**src/irq_pm_regs.svh**
```systemverilog
`ifndef IRQ_PM_REGS_SVH
`define IRQ_PM_REGS_SVH

// register addresses
`define ADDR_POWER_CONTROL          8'h87
`define ADDR_SECONDARY_IRQ_ENABLE   8'hA7
`define ADDR_PRIMARY_IRQ_ENABLE     8'hA8
`define ADDR_SECONDARY_IRQ_PRIORITY 8'hB7
`define ADDR_PRIMARY_IRQ_PRIORITY   8'hB8

// reset values
`define RST_POWER_CONTROL          8'h00
`define RST_SECONDARY_IRQ_ENABLE   8'h00
`define RST_PRIMARY_IRQ_ENABLE     8'h00
`define RST_SECONDARY_IRQ_PRIORITY 8'h00
`define RST_PRIMARY_IRQ_PRIORITY   8'h00

// writable bit masks
`define MASK_POWER_CONTROL   8'hFF
`define MASK_SECONDARY       8'h12
`define MASK_PRIMARY_ENABLE  8'hBF
`define MASK_PRIMARY_PRIO    8'h3F

// power_control fields
`define BIT_SERIAL1_BAUD_DOUBLE       7
`define BIT_SERIAL2_BAUD_DOUBLE       6
`define BIT_LOW_VOLTAGE_RESET_DISABLE 5
`define BIT_CONVERTER_IRQ_ENABLE      4
`define BIT_SERIAL2_RX_CLOCK_SELECT   3
`define BIT_SERIAL2_TX_CLOCK_SELECT   2
`define BIT_POWER_DOWN_REQUEST        1
`define BIT_IDLE_REQUEST              0

// primary enable / priority fields
`define BIT_GLOBAL_IRQ_ENABLE 7
`define BIT_TIMER2            5
`define BIT_SERIAL1           4
`define BIT_TIMER1            3
`define BIT_EXT1              2
`define BIT_TIMER0            1
`define BIT_EXT0              0

// secondary enable / priority fields
`define BIT_SERIAL2  4
`define BIT_TWOWIRE  1

// vectors
`define VEC_EXT0    16'h0003
`define VEC_TIMER0  16'h000B
`define VEC_EXT1    16'h0013
`define VEC_TIMER1  16'h001B
`define VEC_SERIAL1 16'h0023
`define VEC_TIMER2  16'h002B
`define VEC_TWOWIRE 16'h0043
`define VEC_SERIAL2 16'h004B

// machine cycles an internal reset is held
`define INT_RESET_MCYCLES 2'h3

`endif

```
**src/irq_pm_pkg.sv**
```systemverilog
`default_nettype none
package irq_pm_pkg;

	// source index = polling order, 0 polled first
	typedef enum logic [2:0] {
		src_ext0, src_serial2, src_timer0, src_twowire,
		src_ext1, src_timer1, src_serial1, src_timer2
	} src_t;

	typedef enum logic [1:0] {
		mode_run, mode_idle, mode_power_down
	} mode_t;

	typedef struct packed {
		logic [7:0]  power_control;
		logic [7:0]  primary_irq_enable;
		logic [7:0]  secondary_irq_enable;
		logic [7:0]  primary_irq_priority;
		logic [7:0]  secondary_irq_priority;
		logic [7:0]  rdata;
		logic [7:0]  sample;
		logic        reg_touch;
		logic        hi_in_progress;
		logic        lo_in_progress;
		logic        call_req;
		logic [15:0] call_vector;
		logic [7:0]  call_ack;
		mode_t       mode;
		logic        rst_active;
		logic [1:0]  rst_cnt;
	} state_t;

endpackage : irq_pm_pkg
`default_nettype wire

```
**src/interrupt_and_power_mode_ctrl.sv**
```systemverilog
// Summary of operation
// - sample flags at S5P2, poll next cycle
// - unblocked set flag forces long call
// - block while equal or higher level active
// - call only in instruction's last cycle
// - block on return or enable/priority access
// - blocked requests are never remembered
// - call pushes program counter, loads vector
// - fixed vector address per source
// - interrupt return clears current level
// - plain return keeps in-progress state
// - idle bit halts cpu after instruction
// - core state held while idle
// - enabled interrupt clears idle and serviced
// - internal reset restarts after 3 cycles
// - power-down bit stops oscillator after instruction
// - only reset leaves power-down
// - low-voltage detect works in power-down
// - power control layout, reset 00
// - secondary enable: serial2 bit4, twowire bit1
// - primary priority bits 5..0
// - secondary priority: serial2 bit4, twowire bit1
// - high level preempts low, never preempted
// - fixed polling order within a level
// - global enable gates all interrupts
//
// The plain strobed port was decided locally.
`timescale 1ns/1ps
`default_nettype none
`include "irq_pm_regs.svh"

module interrupt_and_power_mode_ctrl
	import irq_pm_pkg::*;
(
	// clock and reset
	input  wire logic        clk,
	input  wire logic        reset_n,
	// register port
	input  wire logic [7:0]  reg_addr,
	input  wire logic [7:0]  reg_wdata,
	input  wire logic        reg_wr,
	input  wire logic        reg_rd,
	output logic      [7:0]  reg_rdata,
	// core sequencer
	input  wire logic        phase_s5p2,
	input  wire logic        last_cycle,
	input  wire logic        instr_return_from_interrupt,
	input  wire logic        return_from_interrupt_done,
	output logic             call_req,
	output logic      [15:0] call_vector,
	output logic             push_pc,
	output logic             cpu_halt,
	// interrupt sources, polling order
	input  wire logic [7:0]  irq_flags,
	output logic      [7:0]  irq_ack,
	// power and reset
	input  wire logic        low_voltage_detect,
	input  wire logic        watchdog_reset,
	output logic             osc_stop,
	output logic             internal_reset,
	// power_control fields to peripherals
	output logic             serial1_baud_double,
	output logic             serial2_baud_double,
	output logic             converter_irq_enable,
	output logic             serial2_rx_clock_select,
	output logic             serial2_tx_clock_select
);

	////////////////////////////////////////////////////////////////////////
	// functions

	function automatic logic [15:0] vector_of(input logic [2:0] s);
		case (src_t'(s))
			src_ext0:    vector_of = `VEC_EXT0;
			src_serial2: vector_of = `VEC_SERIAL2;
			src_timer0:  vector_of = `VEC_TIMER0;
			src_twowire: vector_of = `VEC_TWOWIRE;
			src_ext1:    vector_of = `VEC_EXT1;
			src_timer1:  vector_of = `VEC_TIMER1;
			src_serial1: vector_of = `VEC_SERIAL1;
			src_timer2:  vector_of = `VEC_TIMER2;
			default:     vector_of = `VEC_EXT0;
		endcase
	endfunction : vector_of

	// map primary / secondary register bits into polling order
	function automatic logic [7:0] by_order(input logic [7:0] p,
			input logic [7:0] s);
		by_order = {p[`BIT_TIMER2], p[`BIT_SERIAL1], p[`BIT_TIMER1],
			p[`BIT_EXT1], s[`BIT_TWOWIRE], p[`BIT_TIMER0],
			s[`BIT_SERIAL2], p[`BIT_EXT0]};
	endfunction : by_order

	// lowest index set wins
	function automatic logic [2:0] first_set(input logic [7:0] v);
		first_set = 3'h0;
		for (int i = 7; i >= 0; i--) begin
			if (v[i]) begin
				first_set = i[2:0];
			end
		end
	endfunction : first_set

	////////////////////////////////////////////////////////////////////////
	// state

	state_t q;
	state_t d;

	logic [7:0] enabled;
	logic [7:0] pending;
	logic [7:0] pend_hi;
	logic [7:0] pend_lo;
	logic [7:0] prio;
	logic       block_cycle;
	logic       take_hi;
	logic       take_lo;
	logic [2:0] pick;
	logic       reset_trigger;
	logic       wr_idle;

	always_comb begin
		d = q;
		// one-cycle outputs
		d.call_req = 1'b0;
		d.call_ack = 8'h00;
		d.rdata = 8'h00;

		// register reads, reserved bits zero
		if (reg_rd) begin
			case (reg_addr)
				`ADDR_POWER_CONTROL:          d.rdata = q.power_control;
				`ADDR_PRIMARY_IRQ_ENABLE:     d.rdata = q.primary_irq_enable;
				`ADDR_SECONDARY_IRQ_ENABLE:   d.rdata = q.secondary_irq_enable;
				`ADDR_PRIMARY_IRQ_PRIORITY:   d.rdata = q.primary_irq_priority;
				`ADDR_SECONDARY_IRQ_PRIORITY: d.rdata = q.secondary_irq_priority;
				default:                      d.rdata = 8'h00;
			endcase
		end

		// enable/priority access during this machine cycle
		if ((reg_rd || reg_wr) && reg_addr != `ADDR_POWER_CONTROL &&
				(reg_addr == `ADDR_PRIMARY_IRQ_ENABLE ||
				reg_addr == `ADDR_SECONDARY_IRQ_ENABLE ||
				reg_addr == `ADDR_PRIMARY_IRQ_PRIORITY ||
				reg_addr == `ADDR_SECONDARY_IRQ_PRIORITY)) begin
			d.reg_touch = 1'b1;
		end

		// polling: enables and levels
		enabled = by_order(q.primary_irq_enable, q.secondary_irq_enable);
		enabled = enabled & {8{q.primary_irq_enable[`BIT_GLOBAL_IRQ_ENABLE]}};
		prio = by_order(q.primary_irq_priority, q.secondary_irq_priority);
		pending = q.sample & enabled;
		pend_hi = pending & prio;
		pend_lo = pending & ~prio;
		block_cycle = !last_cycle || instr_return_from_interrupt || q.reg_touch
			|| d.reg_touch;
		take_hi = (pend_hi != 8'h00) && !q.hi_in_progress;
		take_lo = (pend_lo != 8'h00) && !q.hi_in_progress
			&& !q.lo_in_progress;
		pick = take_hi ? first_set(pend_hi) : first_set(pend_lo);

		// interrupt return clears the current level only; a call wins
		if (return_from_interrupt_done) begin
			if (q.hi_in_progress) begin
				d.hi_in_progress = 1'b0;
			end else begin
				d.lo_in_progress = 1'b0;
			end
		end

		if (phase_s5p2 && q.mode != mode_power_down) begin
			if (!block_cycle && (take_hi || take_lo)) begin
				d.call_req = 1'b1;
				d.call_vector = vector_of(pick);
				d.call_ack[pick] = 1'b1;
				if (take_hi) begin
					d.hi_in_progress = 1'b1;
				end else begin
					d.lo_in_progress = 1'b1;
				end
			end
			// fresh samples every machine cycle
			d.sample = irq_flags;
			d.reg_touch = 1'b0;
		end

		// idle: any enabled request wakes, hardware clears idle bit
		if (q.mode == mode_idle && pending != 8'h00) begin
			d.power_control[`BIT_IDLE_REQUEST] = 1'b0;
			d.mode = mode_run;
		end

		// register writes; a software set wins over the wake clear
		wr_idle = 1'b0;
		if (reg_wr && q.mode != mode_power_down) begin
			case (reg_addr)
				`ADDR_POWER_CONTROL: begin
					d.power_control = reg_wdata & `MASK_POWER_CONTROL;
					wr_idle = reg_wdata[`BIT_IDLE_REQUEST];
				end
				`ADDR_PRIMARY_IRQ_ENABLE:
					d.primary_irq_enable = reg_wdata & `MASK_PRIMARY_ENABLE;
				`ADDR_SECONDARY_IRQ_ENABLE:
					d.secondary_irq_enable = reg_wdata & `MASK_SECONDARY;
				`ADDR_PRIMARY_IRQ_PRIORITY:
					d.primary_irq_priority = reg_wdata & `MASK_PRIMARY_PRIO;
				`ADDR_SECONDARY_IRQ_PRIORITY:
					d.secondary_irq_priority = reg_wdata & `MASK_SECONDARY;
				default: ;
			endcase
		end
		if (wr_idle) begin
			d.power_control[`BIT_IDLE_REQUEST] = 1'b1;
		end

		// mode entry at the end of the instruction that set the bit
		if (phase_s5p2 && last_cycle && q.mode == mode_run) begin
			if (q.power_control[`BIT_POWER_DOWN_REQUEST]) begin
				d.mode = mode_power_down;
			end else if (q.power_control[`BIT_IDLE_REQUEST]
					&& pending == 8'h00) begin
				d.mode = mode_idle;
			end
		end

		// internal reset: hold for a fixed count of machine cycles
		reset_trigger = watchdog_reset || (low_voltage_detect &&
			!q.power_control[`BIT_LOW_VOLTAGE_RESET_DISABLE]);
		if (reset_trigger) begin
			d = '0;
			d.mode = mode_run;
			d.rst_active = 1'b1;
			d.rst_cnt = `INT_RESET_MCYCLES;
		end else if (q.rst_active) begin
			// registers stay at reset values until release
			d = q;
			d.call_req = 1'b0;
			d.call_ack = 8'h00;
			d.rdata = 8'h00;
			if (phase_s5p2) begin
				d.rst_cnt = q.rst_cnt - 2'h1;
				if (q.rst_cnt == 2'h1) begin
					d.rst_active = 1'b0;
				end
			end
		end
	end

	always_ff @(posedge clk) begin
		if (!reset_n) begin
			// external reset, held by the system for two machine cycles
			q                        <= '0;
			q.power_control          <= `RST_POWER_CONTROL;
			q.primary_irq_enable     <= `RST_PRIMARY_IRQ_ENABLE;
			q.secondary_irq_enable   <= `RST_SECONDARY_IRQ_ENABLE;
			q.primary_irq_priority   <= `RST_PRIMARY_IRQ_PRIORITY;
			q.secondary_irq_priority <= `RST_SECONDARY_IRQ_PRIORITY;
			q.mode                   <= mode_run;
		end else begin
			q <= d;
		end
	end

	////////////////////////////////////////////////////////////////////////
	// outputs

	assign reg_rdata   = q.rdata;
	assign call_req    = q.call_req;
	assign call_vector = q.call_vector;
	// core pushes the program counter only, not the status word
	assign push_pc     = q.call_req;
	assign irq_ack     = q.call_ack;
	assign cpu_halt    = (q.mode != mode_run);
	assign osc_stop    = (q.mode == mode_power_down);
	// combinational path so detection acts with the clock stopped
	assign internal_reset = q.rst_active || reset_trigger;

	assign serial1_baud_double     = q.power_control[`BIT_SERIAL1_BAUD_DOUBLE];
	assign serial2_baud_double     = q.power_control[`BIT_SERIAL2_BAUD_DOUBLE];
	assign converter_irq_enable    = q.power_control[`BIT_CONVERTER_IRQ_ENABLE];
	assign serial2_rx_clock_select =
		q.power_control[`BIT_SERIAL2_RX_CLOCK_SELECT];
	assign serial2_tx_clock_select =
		q.power_control[`BIT_SERIAL2_TX_CLOCK_SELECT];

endmodule : interrupt_and_power_mode_ctrl

`default_nettype wire

```
**config.mk**
```make
export PLATFORM = sky130hd
export DESIGN_NAME = interrupt_and_power_mode_ctrl
export DESIGN_NICKNAME = d
export VERILOG_FILES = /design/src/irq_pm_pkg.sv /design/src/interrupt_and_power_mode_ctrl.sv
export VERILOG_INCLUDE_DIRS = /design/src /design/src/src
export SDC_FILE = /design/constraint.sdc
export NUM_CORES = 1
export LEC_CHECK = 0
export ABC_AREA = 1
export BUFFER_PORTS_ARGS = -buffer_cell sky130_fd_sc_hd__buf_2
export CAP_MARGIN = 15
export CORE_ASPECT_RATIO = 1.2
export CORE_MARGIN = 4
export CORE_UTILIZATION = 40
export CTS_BUF_LIST = sky130_fd_sc_hd__clkbuf_16
export CTS_CLUSTER_DIAMETER = 200
export DETAILED_ROUTE_END_ITERATION = 8
export GPL_TIMING_DRIVEN = 0
export MAX_ROUTING_LAYER = met4
export PLACE_DENSITY = 0.64
export SETUP_SLACK_MARGIN = 0.2
export SYNTH_ARGS = -nofsm -noshare
export SYNTH_HDL_FRONTEND = slang
export SYNTH_SLANG_ARGS = --single-unit
```
**constraint.sdc**
```tcl
create_clock -name clk -period 1.5 [get_ports clk]
set_clock_uncertainty 0.1 [all_clocks]
set_input_delay 0.075 -clock clk [delete_from_list [all_inputs] [get_ports clk]]
set_output_delay 0.075 -clock clk [all_outputs]
set_load 0.05 [all_outputs]
```
==> impl_metrics.toml, run 1 <==
[worst_setup_path]
worst-path-buf-inv = 3
slowest_stage = "dfxtp_4"
worstPathCellList = "buf_6, nand4_1, nand2_1, nor2_2, nand3_2, nand2_2, nand2_2, nand3_4, nor2_8, buf_4, buf_4"
slowest_delay_ns = 0.38
arrival_ns = 1.90
crit_start = "q[80]"
cp-end-kind = "flop"
cp_data_required_time_ns = 1.63
reg2reg_from = "q[80]"
r2r-end = "call_req"
path_class = "reg2reg"
r2r_cells = 11
critPathMaxFanout = 7
crit_family = "simple AND/OR/NAND/NOR gates"
r2r_slack_ns = -0.26
cp.depth = 11
endpoint = "call_req"
start_kind = "flop"

[place]
dpl.hpwl_mm = 6.741
gp_congestion = 0.9276
dp_cells = 628
placed_cell_area_sq_um = 3769
io_buffers = 65

[timing]
post-route-period-util = 1.176
drv_slew = 0
rsz0062_at_grt = "yes"
finalSetupTns_ns = -3.914
slew_headroom = 0.6543
fmax_mhz = 566.9
hold_viol = 0
period_needed_ns = 1.764
setup_viol = 24
fin_ws_ns = -0.2639
tightest_slew_ns = 0.5185

[global_routing]
grt_pass1_wl_mm = 15.73
grt_overflow = 0
first_global_vias = 3329
grt_usage = 0.2206
antenna_found_initial = 0
grt_max_degree = 11

[detailed_routing]
drt_iter0_drc = 184
ant_nets = 0
first_pass_iters = 7
drt-vias-per-instance = 5.051
routedWlPerCell_um = 15.06
route.vias.total = 3546
wl_mm = 10.57
post-route-drc-count = 0

[synth]
synth_seq_cells = 63
synth_area_leaders = "dfxtp_1 (39%), nor2_1 (11%), nand2_1 (9.1%)"
synth-async-reset-ratio = 0
synthCells = 462
synth_top_area_frac = 0.3950
seq_area_frac_synth = 0.3950
synth_cell_types = 36
ys_warn_count = 0
synth_area_leader_cell = "dfxtp_1"
syn_area_sq_um = 3193
synth_edf_count = 0
avgSynthCellArea_sq_um = 6.911
ys.flop_type = "dfxtp_1"

[cells_and_area]
diodes = 0
nets = 640
final_cell_mix = "nor2_1 (76), nand2_1 (67), buf_2 (62), dfxtp_1 (57), buf_4 (47)"
final_area_sq_um = 5187
drive_above_1_share = 0.4557
instances_no_fill = 702
final_common_cell = "nor2_1"
area_growth_pct = 62.46
fill_cells = 626

[floorplan]
die_x_um = 89.56
die_h_um = 105.9
fp-row-count = 35
core_sq_um = 7751
die_area_sq_um = 9482
initial_utilization = 0.4119
io_pins = 76

[power]
power_mw = 4.109
p_leak_nw = 2.371
ir_worst_vdd_v = 0.0007428
power_density_nw_per_um2 = 792.1

[clocking]
htree_levels = 3
cts_buffers = 9
clk_latency_ns = 0.33
cts.reportedPaths.clkPinSlew_ns = 0.06
cts_tree = "done"
clk_path_buf_depth = 2
cts_root_buf = "clkbuf_16"
clock-sinks = 63

[run]
drv_cap = 0

[status]
violations = "setup timing"
status = "complete, but fails checks"

[min_path]
hold_path_class = "in2reg"
stage by stage:
step / setup slack (ns) / hold slack, ns / utilization
2_1_floorplan: -0.02613 / 0.09567 / -
3_3_place_gp: -0.2891 / 0.1998 / 0.4862
3_5_place_dp: -0.2991 / 0.2058 / 0.4862
4_1_cts: -0.2551 / 0.009907 / 0.6270
5_1_grt: -0.3629 / 0.03239 / 0.6692
6_report: -0.2639 / 0.02770 / 0.6692
cell type report:
class	count	area [sq um]	share of cell area
buffer	41	390.4	0.07525
clock buffer	9	225.2	0.04342
clock inverter	7	55.05	0.01061
inverter	52	219.0	0.04221
multi-input combinational	315	1954	0.3767
sequential	63	1274	0.2455
tap	92	115.1	0.02219
timing repair buffer	123	954.7	0.1840
how the worst min path moves through the flow:
stage | startpoint | to | slack, ns | cells after the start
4_1_cts | reg_wdata[4] | prio[6] | 0.01 | 3
3_3_place_gp | reg_wdata[6] | serial2_baud_double | 0.20 | 3
6_report | reg_wdata[4] | prio[6] | 0.03 | 3
3_5_place_dp | reg_wdata[6] | serial2_baud_double | 0.21 | 3
5_1_grt | reg_wdata[4] | q[77] | 0.03 | 3
2_1_floorplan | reg_wdata[4] | converter_irq_enable | 0.1 | 2
Yosys cell counts (4+ instances only):
cell and count:
nand2_1 77, nor2_2 4, inv_2 4, nor2_1 92
buf_4 33, nor3_1 6, nand3_1 19, dfxtp_1 63
inv_1 47, a21oi_1 23, o21ai_0 39, nand4_1 15
nand2_2 8
where the power goes:
part           switching [mW]  leakage [nW]  internal (mW)  total [mW]
clock                   0.720         0.143           1.25        1.97
combinational           0.247          1.72          0.196       0.443
sequential            0.00992         0.512           1.68        1.69
cell families after synthesis:
family,after synthesis,share of synthesized area
compound gates,76,0.1285
flops,63,0.3950
other cells,1,0.001174
fa+ha+maj,1,0.003918
simple gates,228,0.3178
buf+inv,93,0.1536
timing repair:
| item | 4_1_cts | 5_1_grt |
|---|---|---|
| hold buffers | 20 | 0 |
| endpoints found under the hold margin | 31 | 0 |
| resized for setup | 106 | 73 |
| setup buffers | 27 | 6 |
| cloned | 4 | 1 |
| endpoints found under the setup margin | 61 | 63 |
| pin swaps | 35 | 29 |
state kept, by name, indices dropped and copies added (netlist names):
signal	flops
call_req	1
call_vector	5
converter_irq_enable	1
irq_ack	8
prio	8
q	28
reg_rdata	8
serial1_baud_double	1
serial2_baud_double	1
serial2_rx_clock_select	1
serial2_tx_clock_select	1
worst reg2reg max path, cell delays in order (launching register included):
cell     delay, ns
dfxtp_4       0.38
buf_6         0.14
nand4_1       0.11
nand2_1       0.10
nor2_2        0.15
nand3_2       0.10
nand2_2       0.08
nand2_2       0.07
nand3_4       0.14
nor2_8        0.06
buf_4         0.13
buf_4         0.12
per-layer routing:
layer	wire, um	part of all wire	GRT usage
met5	0	0	-
met3	497	0.047	0.03127
met1	4270	0.40	0.2649
met4	420	0.040	0.1043
met2	5382	0.51	0.3562
(Power assumes the default switching activity.)
==> inputs of run 2 (changes only) <==
ABC_AREA = default   (was 1)
PLACE_DENSITY = default   (was 0.64)
SLEW_MARGIN = 20   (was default)
==> impl_metrics.toml, run 2 <==
[min_path]
hold_path_class = "in2reg"

[synth]
avgSynthCellArea_sq_um = 8.501
synthCells = 370
synth_edf_count = 0
synth_seq_cells = 63
ys_warn_count = 0
synth_area_leader_cell = "dfxtp_1"
ys.flop_type = "dfxtp_1"
synth.most_common_cell = "dfxtp_1"
synth_area_leaders = "dfxtp_1 (40%), mux2i_1 (8.6%), buf_4 (8.1%)"
synth-async-reset-ratio = 0
syn_area_sq_um = 3146
yosys-top-cells-count = "dfxtp_1 (63), nor2_1 (48), a21oi_1 (35), nand2_1 (35), buf_4 (34)"
synth_top_area_frac = 0.4010
synth_cell_types = 50
seq_area_frac_synth = 0.4010

[power]
power_mw = 4.339
p_leak_nw = 2.134
power_density_nw_per_um2 = 816.7
ir_worst_vdd_v = 0.0005900

[cells_and_area]
instances_no_fill = 611
final_cell_mix = "buf_2 (63), dfxtp_1 (55), buf_4 (54), nor2_1 (32), mux2i_1 (25)"
final_common_cell = "buf_2"
nets = 549
final_util = 0.6932
max_flop_register = "q"
fill_cells = 544
diodes = 0
area_growth_pct = 68.89
drive_above_1_share = 0.5356
largest_register_ffs = 28

[worst_setup_path]
worstPathCellList = "buf_6, nand4_1, a41oi_2, buf_4, nor2_4, mux2i_4, o211ai_1, a311oi_1"
slowest_delay_ns = 0.37
critPathMaxFanout = 6
slowest_stage = "dfxtp_4"
cp-end-kind = "flop"
path_class = "reg2reg"
start_kind = "flop"
cp_data_required_time_ns = 1.64
arrival_ns = 2.32

[timing]
drv_slew = 0
post-route-period-util = 1.456
fmax_mhz = 457.7
fin_ws_ns = -0.6846
setup_viol = 24
timing.hold.ws_ns = -0.0007553
rsz0062_at_grt = "yes"
hold_viol = 1
period_needed_ns = 2.185

[global_routing]
grt_usage = 0.2182
grt_pass1_wl_mm = 15.24
grt_max_degree = 12
grt_overflow = 0
first_global_vias = 3110
antenna_found_initial = 0

[floorplan]
core_sq_um = 7664
fp-row-count = 35
initial_utilization = 0.4104
io_pins = 76
die_x_um = 88.95
die_h_um = 105.1
die_area_sq_um = 9352

[detailed_routing]
route.vias.total = 3216
drt-vias-per-instance = 5.264
post-route-drc-count = 0
wl_mm = 10.18
routedWlPerCell_um = 16.66
first_pass_iters = 4
ant_nets = 0
drt_iter0_drc = 166

[clocking]
clock-sinks = 63
cts.reportedPaths.clkPinSlew_ns = 0.05
cts_tree = "done"
cts_buffers = 9
htree_levels = 3
clk_path_buf_depth = 2
clk_latency_ns = 0.33
cts_root_buf = "clkbuf_16"

[status]
violations = "hold timing, setup timing"
status = "complete, but fails checks"

[place]
place_ws_ns = -0.8978
gp_congestion = 0.8705
dpl.hpwl_mm = 6.140
dp_cells = 536
io_buffers = 65

[run]
drv_cap = 0
==> run 2: cell families (layout without fill, tap and decap cells) <==
logic type      after synthesis  in the layout  share of synthesized area
xor+xnor                      1              1                   0.002785
flops                        63             63                     0.4010
simple gates                150            151                     0.2418
other cells                   1             10                   0.001192
fa+ha+maj                     1              1                   0.003977
mux                          27             27                    0.08592
buf+inv                      51            190                     0.1042
compound gates               76             76                     0.1591
==> run 2: final timing paths <==
| kind | start | end | slack, ns | depth (start not counted) |
|---|---|---|---|---|
| min reg2reg | call_vector[4] | call_vector[4] | 0.37 | 2 |
| max reg2reg | q[80] | call_vector[3] | -0.68 | 8 |
| min | return_from_interrupt_done | q[31] | -0.0008 | 4 |
| max | q[80] | call_vector[3] | -0.68 | 8 |
==> run 2: routing by layer <==
metal  share of wire  routed length (um)  GRT usage
met1            0.39                4004     0.2470
met2            0.52                5312     0.3572
met3           0.051                 515    0.03864
met4           0.034                 346     0.1191
met5               0                   0          -
==> run 2: layout make-up <==
class                   instances  area [sq um]  area share
multi-input cells             266          2121      0.3992
flip-flops and latches         63          1274      0.2398
repair buffers                123         965.9      0.1818
plain buffers                  48         513.0     0.09656
clock buffers                   9         225.2     0.04239
well taps                      92         115.1     0.02167
clock inverters                 7         87.58     0.01649
inverters                       3         11.26    0.002120
==> run 2: critical path: cells and delay by family, from the launching register on <==
family,cells,cell delay (ns)
AO/OA/AOI/OAI,3,0.59
flip-flops,1,0.37
multiplexers,1,0.35
AND/OR/NAND/NOR,2,0.38
buffers and inverters,2,0.31
==> run 2: stage by stage <==
| step | hold slack (ns) | instance area [sq um] | TNS (ns) |
|---|---|---|---|
| 2_1_floorplan | 0.1102 | 3376 | -6.832 |
| 3_3_place_gp | 0.2105 | 3816 | -23.27 |
| 3_5_place_dp | 0.2240 | 3816 | -24.44 |
| 4_1_cts | 0.001574 | 5075 | -8.216 |
| 5_1_grt | 0.009358 | 5313 | -11.49 |
| 6_report | -0.0007553 | 5313 | -9.163 |
==> run 2: what timing repair did <==
action	CTS	global route
gates resized for setup	111	50
hold endpoints to repair	33	0
endpoints found under the setup margin	63	63
hold buffers	18	0
gates cloned	7	2
buffers inserted	27	5
pin swaps	46	21
==> run 2: power breakdown <==
| group | total [mW] | switching, mW | leakage (nW) | internal [mW] |
|---|---|---|---|---|
| clock network | 2.20 | 0.761 | 0.155 | 1.44 |
| logic | 0.448 | 0.235 | 1.47 | 0.213 |
| registers | 1.69 | 0.00742 | 0.512 | 1.68 |
==> inputs of run 3 (changes only) <==
CELL_PAD_IN_SITES_DETAIL_PLACEMENT = 1   (was default)
CELL_PAD_IN_SITES_GLOBAL_PLACEMENT = 2   (was default)
CORE_UTILIZATION = 28   (was 40)
PLACE_DENSITY_LB_ADDON = 0.1   (was default)
==> impl_metrics.toml, run 3 (same netlist as run 2, synthesis figures left out) <==
[detailed_routing]
drt_iter0_drc = 69
route.vias.total = 3164
routedWlPerCell_um = 16.95
drt-vias-per-instance = 4.875
wl_mm = 11.00
first_pass_iters = 4
post-route-drc-count = 0
ant_nets = 0

[place]
dpl.hpwl_mm = 7.461
gp_congestion = 0.7850
place_ws_ns = -0.9871
io_buffers = 65

[floorplan]
io_pins = 76
die_area_sq_um = 13000
die_x_um = 104.8
initial_utilization = 0.2850
die_h_um = 124.1
core_sq_um = 11040
fp-row-count = 42

[run]
drv_cap = 0

[cells_and_area]
diodes = 0
final_util = 0.4584
nets = 547
fill_cells = 1269
area_growth_pct = 60.82
drive_above_1_share = 0.4990
largest_register_ffs = 28
final_cell_mix = "buf_4 (64), buf_2 (64), dfxtp_1 (56), nor2_1 (37), nand2_1 (26)"
max_flop_register = "q"

[worst_setup_path]
slowest_delay_ns = 0.40
slowest_stage = "o41ai_2"
cp_data_required_time_ns = 1.67
start_kind = "flop"
crit_family = "compound AO/OA/AOI/OAI gates"
crit_top_cell = "buf_6"
arrival_ns = 2.37
path_class = "reg2reg"
worstPathCellList = "buf_6, and4b_1, nand4b_1, o41ai_2, a21oi_4, buf_6, buf_12, nand2b_4, a21oi_2"
worst-path-buf-inv = 3
cp-end-kind = "flop"
critPathMaxFanout = 6

[power]
p_leak_nw = 2.000
power_density_nw_per_um2 = 815.7
ir_worst_vdd_v = 0.0004478

[clocking]
ctsHoldBuffers = 18
cts_buffers = 9
cts_root_buf = "clkbuf_16"
cts_tree = "done"
clk_latency_ns = 0.34
clk_path_buf_depth = 2
htree_levels = 3
cts.reportedPaths.clkPinSlew_ns = 0.05
clock-sinks = 63

[global_routing]
antenna_found_initial = 0
grt_pass1_wl_mm = 17.03
grt_max_degree = 12
grt_usage = 0.1757
grt_overflow = 0
first_global_vias = 3244

[timing]
rsz0062_at_grt = "yes"
setup_viol = 37
period_needed_ns = 2.202
post-route-period-util = 1.468
drv_slew = 0
fmax_mhz = 454.2
hold_viol = 0
finalSetupTns_ns = -10.56
fin_ws_ns = -0.7015

[status]
violations = "setup timing"
status = "complete, but fails checks"

[min_path]
hold_path_class = "in2reg"
-- run 3: area by class of cell --
cell class | instances | area, sq um | share of cell area
inverter | 3 | 11.26 | 0.002226
sequential | 63 | 1275 | 0.2520
tap | 132 | 165.2 | 0.03265
clock buffer | 9 | 225.2 | 0.04452
buffer | 48 | 437.9 | 0.08657
clock inverter | 7 | 65.06 | 0.01286
timing repair buffer | 122 | 863.3 | 0.1707
multi-input combinational | 265 | 2016 | 0.3985
-- run 3: timing repair --
action / CTS / global route
endpoints found under the hold margin: 36 / 1
setup endpoints to repair: 66 / 62
pin swaps: 19 / 26
cloned: 1 / 2
gates resized for setup: 54 / 65
buffers inserted: 24 / 12
-- run 3: stage by stage --
| step | instance area [sq um] | total power, mW | hold WS (ns) | cells |
|---|---|---|---|---|
| 2_1_floorplan | 3376 | 1.912 | 0.1102 | 379 |
| 3_3_place_gp | 3866 | 2.012 | 0.2120 | 576 |
| 3_5_place_dp | 3866 | 2.015 | 0.2227 | 576 |
| 4_1_cts | 4728 | 4.150 | -0.006198 | 635 |
| 5_1_grt | 5059 | 4.300 | -0.004916 | 649 |
| 6_report | 5059 | 4.126 | 0.01145 | 649 |
-- run 3: layer usage --
layer / GRT usage / share of wire
met1: 0.1874 / 0.40
met2: 0.3230 / 0.53
met3: 0.03266 / 0.030
met4: 0.07055 / 0.037
met5: - / 0
-- run 3: report_power, final --
| group | switching, mW | internal (mW) |
|---|---|---|
| Clock | 0.793 | 1.27 |
| Sequential | 0.00701 | 1.68 |
| Combinational | 0.212 | 0.165 |
| Total | 1.01 | 3.11 |
-- run 3: path summary, 6_finish.rpt --
kind / cells past startpoint / slack (ns) / from / to
min: 3 / 0.01 / watchdog_reset / q[2]
max: 9 / -0.70 / q[80] / call_vector[5]
min reg2reg: 2 / 0.37 / call_vector[4] / call_vector[4]
max reg2reg: 9 / -0.70 / q[80] / call_vector[5]
-- run 3: worst register-to-register path: cells and delay by family, from the launching register on --
| family | cells | cell delay (ns) |
|---|---|---|
| and+or+nand+nor | 3 | 0.62 |
| buffers and inverters | 3 | 0.40 |
| DFF | 1 | 0.37 |
| AOI/OAI and AO/OA | 3 | 0.64 |
